===== config.mk =====
export PLATFORM = sky130hd
export DESIGN_NAME = clkdiv_sysref_align
export DESIGN_NICKNAME = d
export VERILOG_FILES = /design/src/clkdiv_pkg.sv /design/src/sample_delay_decode.sv /design/src/clkdiv_sysref_align.sv
export VERILOG_INCLUDE_DIRS = /design/src
export SDC_FILE = /design/constraint.sdc
export NUM_CORES = 1
export LEC_CHECK = 0
export BUFFER_PORTS_ARGS = -buffer_cell sky130_fd_sc_hd__buf_2
export CELL_PAD_IN_SITES_DETAIL_PLACEMENT = 0
export CELL_PAD_IN_SITES_GLOBAL_PLACEMENT = 1
export CORE_MARGIN = 8
export CORE_UTILIZATION = 40
export DETAILED_ROUTE_END_ITERATION = 10
export HOLD_SLACK_MARGIN = 0.08
export PLACE_DENSITY = 0.95
export SETUP_SLACK_MARGIN = 0.3
export SKIP_LAST_GASP = 1
export SYNTH_ARGS = -nofsm -noshare
export SYNTH_HDL_FRONTEND = slang
export SYNTH_HIERARCHICAL = 1
export SYNTH_SLANG_ARGS = --single-unit

===== constraint.sdc =====
create_clock -name sys_clk_i -period 8.35 [get_ports sys_clk_i]
set_input_delay 1.67 -clock sys_clk_i [delete_from_list [all_inputs] [get_ports sys_clk_i]]
set_output_delay 1.67 -clock sys_clk_i [all_outputs]
set_load 0.01 [all_outputs]

===== src/clkdiv_consts.svh =====
// register offsets, field positions, reset values and encodings
`ifndef CLKDIV_CONSTS_SVH
`define CLKDIV_CONSTS_SVH

`define ADDR_DIV_CTRL   12'h10a
`define ADDR_DIV_STAT   12'h10b
`define ADDR_DLY_CTRL   12'h110

`define CTRL_AUTO_BIT   7
`define CTRL_NEG_HI     3
`define CTRL_NEG_LO     2
`define CTRL_POS_HI     1
`define CTRL_POS_LO     0
`define STAT_HI         3
`define DMODE_HI        2

`define CTRL_AUTO_RST   1'h0
`define CTRL_SKEW_RST   2'h0
`define STAT_RST        4'h0
`define DMODE_RST       3'h0
`define DMODE_LO        0
`define EFF_RST         5'h00
`define RD_IDLE         8'h00

`define DIV_BY2         3'h1
`define DIV_BY4         3'h3
`define HALVES_BY1      4'h2
`define HALVES_BY2      4'h4
`define HALVES_BY4      4'h8

`define SREF_OFF        2'h0
`define PH_ZERO         4'h0
`define PH_ONE          4'h1
`define SKEW_ZERO       2'h0

`define FINE_MAX_NARROW 8'h10
`define FINE_MAX_WIDE   8'hc0
`define SFINE_MAX       8'h80
`define DELAY_ZERO      8'h00

`endif


===== src/clkdiv_pkg.sv =====
// shared types for the divider alignment block
package clkdiv_pkg;

  typedef logic [3:0] phase_type;

  typedef enum logic [2:0] {
    DLY_NONE        = 3'b000,
    DLY_FINE_NARROW = 3'b010,
    DLY_FINE_LOWJIT = 3'b011,
    DLY_FINE_WIDE   = 3'b100,
    DLY_FINE_SUPER  = 3'b110
  } delay_mode_type;

endpackage


===== src/sample_delay_decode.sv =====
// sample clock delay mode decoder
`timescale 1ns/100ps
`include "clkdiv_consts.svh"

module sample_delay_decode
  import clkdiv_pkg::*;
(
  // mode and raw delay values
  input  wire logic [2:0] mode_i,
  input  wire logic [7:0] fine_i,
  input  wire logic [7:0] superfine_i,
  // applied delays
  output logic      [7:0] fine_o,
  output logic      [7:0] superfine_o,
  output logic            low_jitter_o
);

  logic [7:0] fine_narrow;
  logic [7:0] fine_wide;
  logic [7:0] sfine_lim;

  // out of range steps clamp to the last valid step
  assign fine_narrow = (fine_i > `FINE_MAX_NARROW) ? `FINE_MAX_NARROW
                                                   : fine_i;
  assign fine_wide   = (fine_i > `FINE_MAX_WIDE) ? `FINE_MAX_WIDE : fine_i;
  assign sfine_lim   = (superfine_i > `SFINE_MAX) ? `SFINE_MAX
                                                  : superfine_i;

  always_comb begin
    fine_o       = `DELAY_ZERO;
    superfine_o  = `DELAY_ZERO;
    low_jitter_o = 1'h0;
    case (delay_mode_type'(mode_i))
      DLY_NONE: begin
        fine_o = `DELAY_ZERO;
      end
      DLY_FINE_NARROW: begin
        fine_o = fine_narrow;
      end
      DLY_FINE_LOWJIT: begin
        fine_o       = fine_narrow;
        low_jitter_o = 1'h1;
      end
      DLY_FINE_WIDE: begin
        fine_o = fine_wide;
      end
      DLY_FINE_SUPER: begin
        fine_o      = fine_wide;
        superfine_o = sfine_lim;
      end
      // undefined codes behave as no delay
      default: begin
        fine_o = `DELAY_ZERO;
      end
    endcase
  end

endmodule


===== src/clkdiv_sysref_align.sv =====
// input clock divider alignment to sysref, with skew windows and status
`timescale 1ns/100ps
`include "clkdiv_consts.svh"

module clkdiv_sysref_align
  import clkdiv_pkg::*;
(
  // clock and reset
  input  wire logic        sys_clk_i,
  input  wire logic        rst_n_i,
  // register port
  input  wire logic [11:0] addr_i,
  input  wire logic [7:0]  wr_data_i,
  input  wire logic        wr_en_i,
  input  wire logic        rd_en_i,
  output logic      [7:0]  rd_data_o,
  // settings held elsewhere in the map
  input  wire logic [2:0]  div_ratio_i,
  input  wire logic [1:0]  sref_mode_i,
  input  wire logic [3:0]  local_phase_i,
  input  wire logic [7:0]  fine_delay_i,
  input  wire logic [7:0]  superfine_delay_i,
  // sysref, one step per half input clock
  input  wire logic        sysref_i,
  // divider and phase results
  output logic             dev_clk_o,
  output logic      [3:0]  capture_phase_o,
  output logic      [4:0]  eff_phase_o,
  // sample clock delay
  output logic      [2:0]  delay_mode_o,
  output logic      [7:0]  fine_delay_o,
  output logic      [7:0]  superfine_delay_o,
  output logic             low_jitter_o
);

  ////////////////////////////////////////////////////////////////////////////
  // state

  logic            auto_en_ff;
  logic            nxt_auto_en;
  logic [1:0]      neg_skew_ff;
  logic [1:0]      nxt_neg_skew;
  logic [1:0]      pos_skew_ff;
  logic [1:0]      nxt_pos_skew;
  logic [2:0]      dmode_ff;
  logic [2:0]      nxt_dmode;
  phase_type       status_ff;
  phase_type       nxt_status;
  phase_type       phase_cnt_ff;
  phase_type       nxt_phase_cnt;
  phase_type       capture_ff;
  phase_type       nxt_capture;
  logic            sref_dly_ff;
  logic            dev_clk_ff;
  logic            nxt_dev_clk;
  logic [4:0]      eff_phase_ff;
  logic [4:0]      nxt_eff_phase;
  logic [7:0]      rd_data_ff;
  logic [7:0]      nxt_rd_data;
  logic [7:0]      fine_ff;
  logic [7:0]      superfine_ff;
  logic            low_jit_ff;

  logic [7:0]      fine_dec;
  logic [7:0]      superfine_dec;
  logic            low_jit_dec;

  phase_type       halves;
  phase_type       ph_plus;
  phase_type       inc_phase;
  phase_type       before_gap;
  logic            sref_edge;
  logic            after_hit;
  logic            before_hit;
  logic            in_window;
  logic            realign;

  ////////////////////////////////////////////////////////////////////////////
  // divider phase and sysref capture

  always_comb begin
    case (div_ratio_i)
      `DIV_BY2: halves = `HALVES_BY2;
      `DIV_BY4: halves = `HALVES_BY4;
      default:  halves = `HALVES_BY1;
    endcase
    ph_plus   = phase_cnt_ff + `PH_ONE;
    // a ratio change mid-count wraps at once rather than run long
    inc_phase = (ph_plus >= halves) ? `PH_ZERO : ph_plus;
    // edges only count while sysref handling is switched on
    sref_edge = sysref_i & ~sref_dly_ff & (sref_mode_i != `SREF_OFF);
    after_hit = phase_cnt_ff <= {2'h0, pos_skew_ff};
    before_gap = halves - phase_cnt_ff;
    before_hit = (phase_cnt_ff != `PH_ZERO)
               && (before_gap <= {2'h0, neg_skew_ff});
    in_window  = after_hit | before_hit;
    // windows and realign gated by auto enable
    realign = sref_edge & auto_en_ff & ~in_window;
    // inside window the count runs on untouched
    nxt_phase_cnt = realign ? `PH_ONE : inc_phase;
    nxt_dev_clk   = nxt_phase_cnt < {1'h0, halves[3:1]};
    // raw phase kept on every accepted edge
    nxt_capture   = sref_edge ? phase_cnt_ff : capture_ff;
    // status holds the phase that was applied
    nxt_status    = realign ? phase_cnt_ff : status_ff;
    nxt_eff_phase = auto_en_ff ? {1'h0, status_ff} + {1'h0, local_phase_i}
                               : {1'h0, local_phase_i};
  end

  always_ff @(posedge sys_clk_i) begin
    if (!rst_n_i) begin
      phase_cnt_ff <= `PH_ZERO;
      capture_ff   <= `STAT_RST;
      status_ff    <= `STAT_RST;
      sref_dly_ff  <= 1'h0;
      dev_clk_ff   <= 1'h0;
      eff_phase_ff <= `EFF_RST;
    end else begin
      phase_cnt_ff <= nxt_phase_cnt;
      capture_ff   <= nxt_capture;
      status_ff    <= nxt_status;
      sref_dly_ff  <= sysref_i;
      dev_clk_ff   <= nxt_dev_clk;
      eff_phase_ff <= nxt_eff_phase;
    end
  end

  ////////////////////////////////////////////////////////////////////////////
  // register port

  always_comb begin
    nxt_auto_en  = auto_en_ff;
    nxt_neg_skew = neg_skew_ff;
    nxt_pos_skew = pos_skew_ff;
    nxt_dmode    = dmode_ff;
    nxt_rd_data  = `RD_IDLE;
    if (wr_en_i) begin
      case (addr_i)
        `ADDR_DIV_CTRL: begin
          nxt_auto_en  = wr_data_i[`CTRL_AUTO_BIT];
          nxt_neg_skew = wr_data_i[`CTRL_NEG_HI:`CTRL_NEG_LO];
          nxt_pos_skew = wr_data_i[`CTRL_POS_HI:`CTRL_POS_LO];
        end
        `ADDR_DLY_CTRL: begin
          nxt_dmode = wr_data_i[`DMODE_HI:`DMODE_LO];
        end
        // status is read-only, other addresses ignore writes
        default: begin
          nxt_dmode = dmode_ff;
        end
      endcase
    end
    if (rd_en_i) begin
      case (addr_i)
        `ADDR_DIV_CTRL: begin
          nxt_rd_data = {auto_en_ff, 3'h0, neg_skew_ff, pos_skew_ff};
        end
        `ADDR_DIV_STAT: begin
          nxt_rd_data = {4'h0, status_ff};
        end
        `ADDR_DLY_CTRL: begin
          nxt_rd_data = {5'h00, dmode_ff};
        end
        default: begin
          nxt_rd_data = `RD_IDLE;
        end
      endcase
    end
  end

  always_ff @(posedge sys_clk_i) begin
    if (!rst_n_i) begin
      auto_en_ff  <= `CTRL_AUTO_RST;
      neg_skew_ff <= `CTRL_SKEW_RST;
      pos_skew_ff <= `CTRL_SKEW_RST;
      dmode_ff    <= `DMODE_RST;
      rd_data_ff  <= `RD_IDLE;
    end else begin
      auto_en_ff  <= nxt_auto_en;
      neg_skew_ff <= nxt_neg_skew;
      pos_skew_ff <= nxt_pos_skew;
      dmode_ff    <= nxt_dmode;
      rd_data_ff  <= nxt_rd_data;
    end
  end

  ////////////////////////////////////////////////////////////////////////////
  // sample clock delay

  sample_delay_decode u_delay_dec (
    .mode_i       (dmode_ff),
    .fine_i       (fine_delay_i),
    .superfine_i  (superfine_delay_i),
    .fine_o       (fine_dec),
    .superfine_o  (superfine_dec),
    .low_jitter_o (low_jit_dec)
  );

  always_ff @(posedge sys_clk_i) begin
    if (!rst_n_i) begin
      fine_ff      <= `DELAY_ZERO;
      superfine_ff <= `DELAY_ZERO;
      low_jit_ff   <= 1'h0;
    end else begin
      fine_ff      <= fine_dec;
      superfine_ff <= superfine_dec;
      low_jit_ff   <= low_jit_dec;
    end
  end

  assign rd_data_o         = rd_data_ff;
  assign dev_clk_o         = dev_clk_ff;
  assign capture_phase_o   = capture_ff;
  assign eff_phase_o       = eff_phase_ff;
  assign delay_mode_o      = dmode_ff;
  assign fine_delay_o      = fine_ff;
  assign superfine_delay_o = superfine_ff;
  assign low_jitter_o      = low_jit_ff;
endmodule


### After elaboration in Yosys (flattened, before gate mapping)

Cells that the tools add are included.

* register bits: 52
* logic and storage cells: 65
* output and inout port bits: 38

* reduce and logical (&&, ||, !) cells: 11
* mux-type cells: 10
* add/sub/neg operators: 3
* equal/unequal tests: 9
* bitwise operators: 9
* $lt $le $gt $ge: 7

Operators by type and width (number)
* == test 12 x 9 -> 1 bit, second input constant: 3
* two-way mux 8 bit: 3
* one-hot mux 8 bit (3 select lines): 1
* greater-than comparator 8 bit, second input constant: 2
* one-hot mux 8 bit (2 select lines): 1
* two-way mux 4 bit: 3
* AND reduction 2 bit: 5
* == test 3 x 2 -> 1 bit, second input constant: 3
* greater-than comparator 8 x 5 -> 1 bit, second input constant: 1
* less-or-equal comparator 4 x 2 -> 1 bit: 2
* one-hot mux 4 bit (2 select lines): 1
* == test 3 bit, second input constant: 2
* adder 4 x 4 -> 5 bit: 1
* adder 4 x 1 -> 4 bit, second input constant: 1
* AND 1 bit: 4
* greater-or-equal comparator 4 bit: 1
* less-than comparator 4 x 3 -> 1 bit: 1
* NOT 1 bit: 4
* nonzero test 4 bit: 1
* OR reduction 2 bit: 2
* subtractor 4 bit: 1
* == test 3 x 1 -> 1 bit, second input constant: 1
* OR reduction 3 bit: 1
* nonzero test 2 bit: 1
* other kinds (3): 3

### Depth between registers and ports, before layout

* depth after elaboration: 10
* mapped depth: 14
* mapped depth without buffers: 14

### Modules after synthesis

Netlist, hierarchy kept.

By module, submodules not included
* clkdiv_sysref_align: area an instance 2346.0 µm², sequential area each 980.9 µm², instances 1, cells an instance 246
* sample_delay_decode: area an instance 183.9 µm², sequential area each 0.0 µm², instances 1, cells an instance 25

### Least setup slack after synthesis

No wires, ideal clock.

* kind: input to register
* start point: input port div_ratio_i[2]
* end point: register dev_clk_ff, in the netlist dev_clk_o
* data required time: 8.290 ns
* data arrival time: 4.165 ns
* setup slack: 4.124 ns
* cell stages on the path: 14
* buffers on the path: 0
* cell sequence: nand2b_1 -> inv_1 -> fa_1 -> inv_1 -> ha_1 -> nor2b_1 -> a2bb2oi_1 -> a211oi_4 -> o21ai_2 -> nand2_1 -> and3_1 -> ha_1 -> a211oi_1 -> o221a_1

* cells in the longest elaborated chain, start to end: 10
* elaborated cells between the ends (all ways): 13
* those cells by class: 1 x add/sub; 3 x order compare; 2 x eq/ne; 3 x mux; 3 x bitwise; 1 x reduce/logical

Ends and longest elaborated chain
* start: declaration: line clkdiv_sysref_align.sv:18 `input wire logic [2:0] div_ratio_i,`
* == test 3 x 2 -> 1 bit / == test 3 x 1 -> 1 bit (equally long branches): line clkdiv_sysref_align.sv:82 `case (div_ratio_i)`
* one-hot mux 4 bit (2 select lines) (*): line clkdiv_sysref_align.sv:82
* subtractor 4 bit: line clkdiv_sysref_align.sv:93 `before_gap = halves - phase_cnt_ff;`
* less-or-equal comparator 4 x 2 -> 1 bit: line clkdiv_sysref_align.sv:95 `&& (before_gap <= {2'h0, neg_skew_ff});`
* logical AND 1 bit: line clkdiv_sysref_align.sv:94 `` before_hit = (phase_cnt_ff != `PH_ZERO) ``
* bitwise OR 1 bit: line clkdiv_sysref_align.sv:96 `in_window = after_hit | before_hit;`
* NOT 1 bit: line clkdiv_sysref_align.sv:98 `realign = sref_edge & auto_en_ff & ~in_window;`
* AND 1 bit: line clkdiv_sysref_align.sv:98
* two-way mux 4 bit (*): line clkdiv_sysref_align.sv:100 `` nxt_phase_cnt = realign ? `PH_ONE : inc_phase; ``
* net nxt_phase_cnt[2]: line clkdiv_sysref_align.sv:50 `phase_type nxt_phase_cnt;`
* less-than comparator 4 x 3 -> 1 bit (*): line clkdiv_sysref_align.sv:101 `nxt_dev_clk = nxt_phase_cnt < {1'h0, halves[3:1]};`
* end signal: assignment: line clkdiv_sysref_align.sv:123 `dev_clk_ff <= nxt_dev_clk;`
* end: declaration: line clkdiv_sysref_align.sv:54 `logic dev_clk_ff;`

Mark *: on every way through the listed nets, which the timed path passes. The rest lies on a longest branch.
A chain may end at the register's enable or synchronous reset.

### Worst setup path after layout

* start point: input port div_ratio_i[0]
* end point: register dev_clk_ff, in the netlist dev_clk_o

The elaborated chain is that of the path after synthesis.

==> summary.md <==
| Metric | Value |
|---|---|
| Diodes inserted | `0` |
| Max incr delay on CP | `500 ps` |
| Post-synthesis cell count | `roughly 270` |
| RSZ-0062 raised after global routing | `false` |
| Hold Buf Count CTS | `0` |
| CTS Buffer Depth | `2` |
| Critical path peak fanout | `6` |
| #FFs+latches synth | `49` |
| Die Ht | `roughly 96 um` |
| Critical Path RT | `8600 ps` |
| PD cells | `around 190 nW/um^2` |
| Wire length per cell | `~14 um` |
| Hold WC Path Type | `flip-flop to flip-flop` |
| Finished Layout Cells | `430` |
| Fill cells | `598` |
| DP HPWL | `around 4700 um` |
| Boundary Pins | `88` |
| Initial Utilization | `about two fifths` |
| Global-route wire length before repair | `between 9000 and 10,000 um` |
| Setup Skew | `4.54 ps` |
| Largest net degree at the start of global routing | `29` |
| Max-slew violation count | `0` |
| CTS tree | `done` |
| Ys flop type | `dfxtp_1` |
| Initial antenna violation count | `0` |
| Switching power share of the total | `33.8%` |
| Internal Power | `381 uW` |
| Clk pwr share | `24.5%` |
| Startpoint Class | `primary input` |
| Core ar. | `6240 sq um` |
| CTS buffer count | `5` |
| Commonest non-fill, non-tap cells in the layout | `81 x buf_2, 49 x dfxtp_1, 28 x and2_1` |
| CTS resizes | `0` |
| LEAKAGE | `about 0.0015 uW` |
| Die area | `between 9000 and 10,000 sq um` |
| Grt total ovfl | `0` |
| Drt total wl | `just under 6000 um` |
| Power consumption | `approximately 570 uW` |
| Minimum clock period after layout | `between 4000 and 5000 ps` |
| Via count | `roughly 2,200` |
| Worst vdd ir | `96.7 uV` |
| Mapped Area | `around 2500 sq um` |
| Max Fclk | `approximately 0.23 GHz` |
| Vias in the first global route | `about 2,200` |
| # H-tree levels | `2` |
| Initial DRC count | `about 110` |
| EDFF count, synth | `0` |
| Status | `finished clean` |
| Vias per inst | `around 5` |
| Row count | `29` |
| CP max stage cell | `fa_1` |
| Commonest non-fill, non-tap cell in the layout | `buf_2` |
| CP Class | `primary input to flip-flop` |
| Clk slew on worst S/H paths | `around 90 ps` |
| Post-synthesis sequential area ratio | `38.8%` |
| GRT Total Usage | `about an eighth` |
| Final setup viols | `0` |
| Clock sink total | `49` |
| Rel. slew slack | `just under 60%` |
| Sequential share of power | `between 40% and 50%` |
| Post-DRT Antenna Nets | `0` |
| Psw | `194 uW` |
| Final hold slack | `roughly 490 ps` |
| Slew @ Worst Pin | `between 600 and 700 ps` |
| Fin crit share | `52.5%` |
| Hold Violations, Final | `0` |
| Number of max-cap violations | `0` |
| Worst-Skew Late Latency | `approximately 300 ps` |
| Worst-path cell chain | `buf_2, nand2b_1, inv_1, fa_1, inv_1, ha_1, nor2b_1, a2bb2oi_1, a211oi_4, o21ai_2, nand2_1, and3_1, ha_1, a211oi_1, o221a_1` |
| Die Span X | `roughly 96 um` |
| CTS root buffer | `clkbuf_8` |
| Avg Cell Area, Syn | `around 9.3 sq um` |
| DRC | `0` |
| Comb pwr share | `a little under a third` |
| Share of cells above drive strength 1 | `30.6%` |
| Fin Setup TNS | `0 ps` |
| P&R area growth vs syn | `21.6%` |
| Placed Instances | `422` |
| First-pass DRT Iterations | `4` |
| Port-buffer cells | `81` |
| Nets@finish | `422` |
| Async S/R FF share, synth | `0%` |
| GPL Wtd Cong | `roughly 0.8` |
| CP arrival | `roughly 4600 ps` |
| Post-synth cell types | `54` |
| Post-CTS setup buffer count | `0` |
| Yosys warnings | `6` |
| Crit path capture type | `flip-flop` |
[sequential cells by signal, indices dropped and copies added (netlist names), 2 cells and up]
signal,flops
rd_data_o,5
fine_delay_o,8
phase_cnt_ff,4
pos_skew_ff,2
neg_skew_ff,2
delay_mode_o,3
eff_phase_o,5
superfine_delay_o,8
capture_phase_o,4
status_ff,4
[layout make-up]
| class | instances | area (sq um) | share of cell area, % |
|---|---|---|---|
| Clock buffer | 5 | 68.8 | 2.24 |
| Sequential cell | 49 | 981 | 31.9 |
| Clock inverter | 3 | 21.3 | 0.691 |
| Multi-Input combinational cell | 197 | 1440 | 46.7 |
| Tap cell | 77 | 96.3 | 3.13 |
| Timing Repair Buffer | 81 | 405 | 13.2 |
| Inverter | 18 | 67.6 | 2.20 |
[critical path: cells and delay by family]
kind | cells | cell delay (ps)
AOI/OAI and AO/OA | 5 | 950
adders and majority gates | 3 | 1090
buffers and inverters | 3 | 300
and+or+nand+nor | 4 | 620
[synthesized netlist by cell type, drive strengths merged (5+ instances only)]
master,instances,area share [%]
nor2b,10,2.8
and3,5,1.2
and2,29,7.2
clkbuf,5,0.74
nand3,11,2.2
inv,18,2.7
a21oi,16,3.2
dfxtp,49,39
nor3,8,2.0
nor2,20,3.2
nand2,21,3.1
mux2i,5,2.0
ha,17,8.4
[path summary, 6_finish.rpt]
check / slack, ps / cells after the start / endpoint / from
setup reg to reg: 5250 / 12 / dev_clk_o$_SDFF_PN0_ / phase_cnt_ff[1]$_SDFF_PN0_
setup / recovery: 3970 / 15 / dev_clk_o$_SDFF_PN0_ / div_ratio_i[0]
hold reg to reg: 490 / 2 / pos_skew_ff[0]$_SDFFE_PN0P_ / pos_skew_ff[0]$_SDFFE_PN0P_
hold / removal: 490 / 2 / pos_skew_ff[0]$_SDFFE_PN0P_ / pos_skew_ff[0]$_SDFFE_PN0P_
[cells by family after synthesis]
logic type | after synthesis | synth area share (%)
simple gates | 118 | 27.2
flops | 49 | 38.8
compound gates | 46 | 14.7
buf+inv | 27 | 4.75
fa+ha+maj | 20 | 10.8
xor+xnor | 5 | 1.73
mux | 5 | 1.98
other cells | 1 | 0.148
[power by group through the flow]
stage                     Sequential, uW  Combinational [uW]  Clock [uW]
after global routing                 258                 203         154
after global placement               261                 172           0
after floorplan                      261                 132           0
after detailed placement             261                 178           0
after CTS                            256                 179         146
final                                256                 179         141
[metal layers]
| layer | global-route usage [%] | part of all wire (%) | up-vias |
|---|---|---|---|
| met2 | 22.5 | 45 | 74 |
| met4 | 3.97 | 1.1 | 0 |
| li1 | - | - | 1083 |
| met5 | 0 | 0 | - |
| met1 | 15.1 | 43 | 987 |
| met3 | 4.02 | 11 | 8 |
[through the flow]
stage	utilization [%]	cell area [sq um]	setup WS [ps]
floorplan	-	2540	4120
global placement	47.9	2990	3760
detailed placement	47.9	2990	3640
CTS	49.3	3080	3970
global route	49.3	3080	3750
finish	49.3	3080	3970
Note: power is estimated with default switching activity, not from simulation.
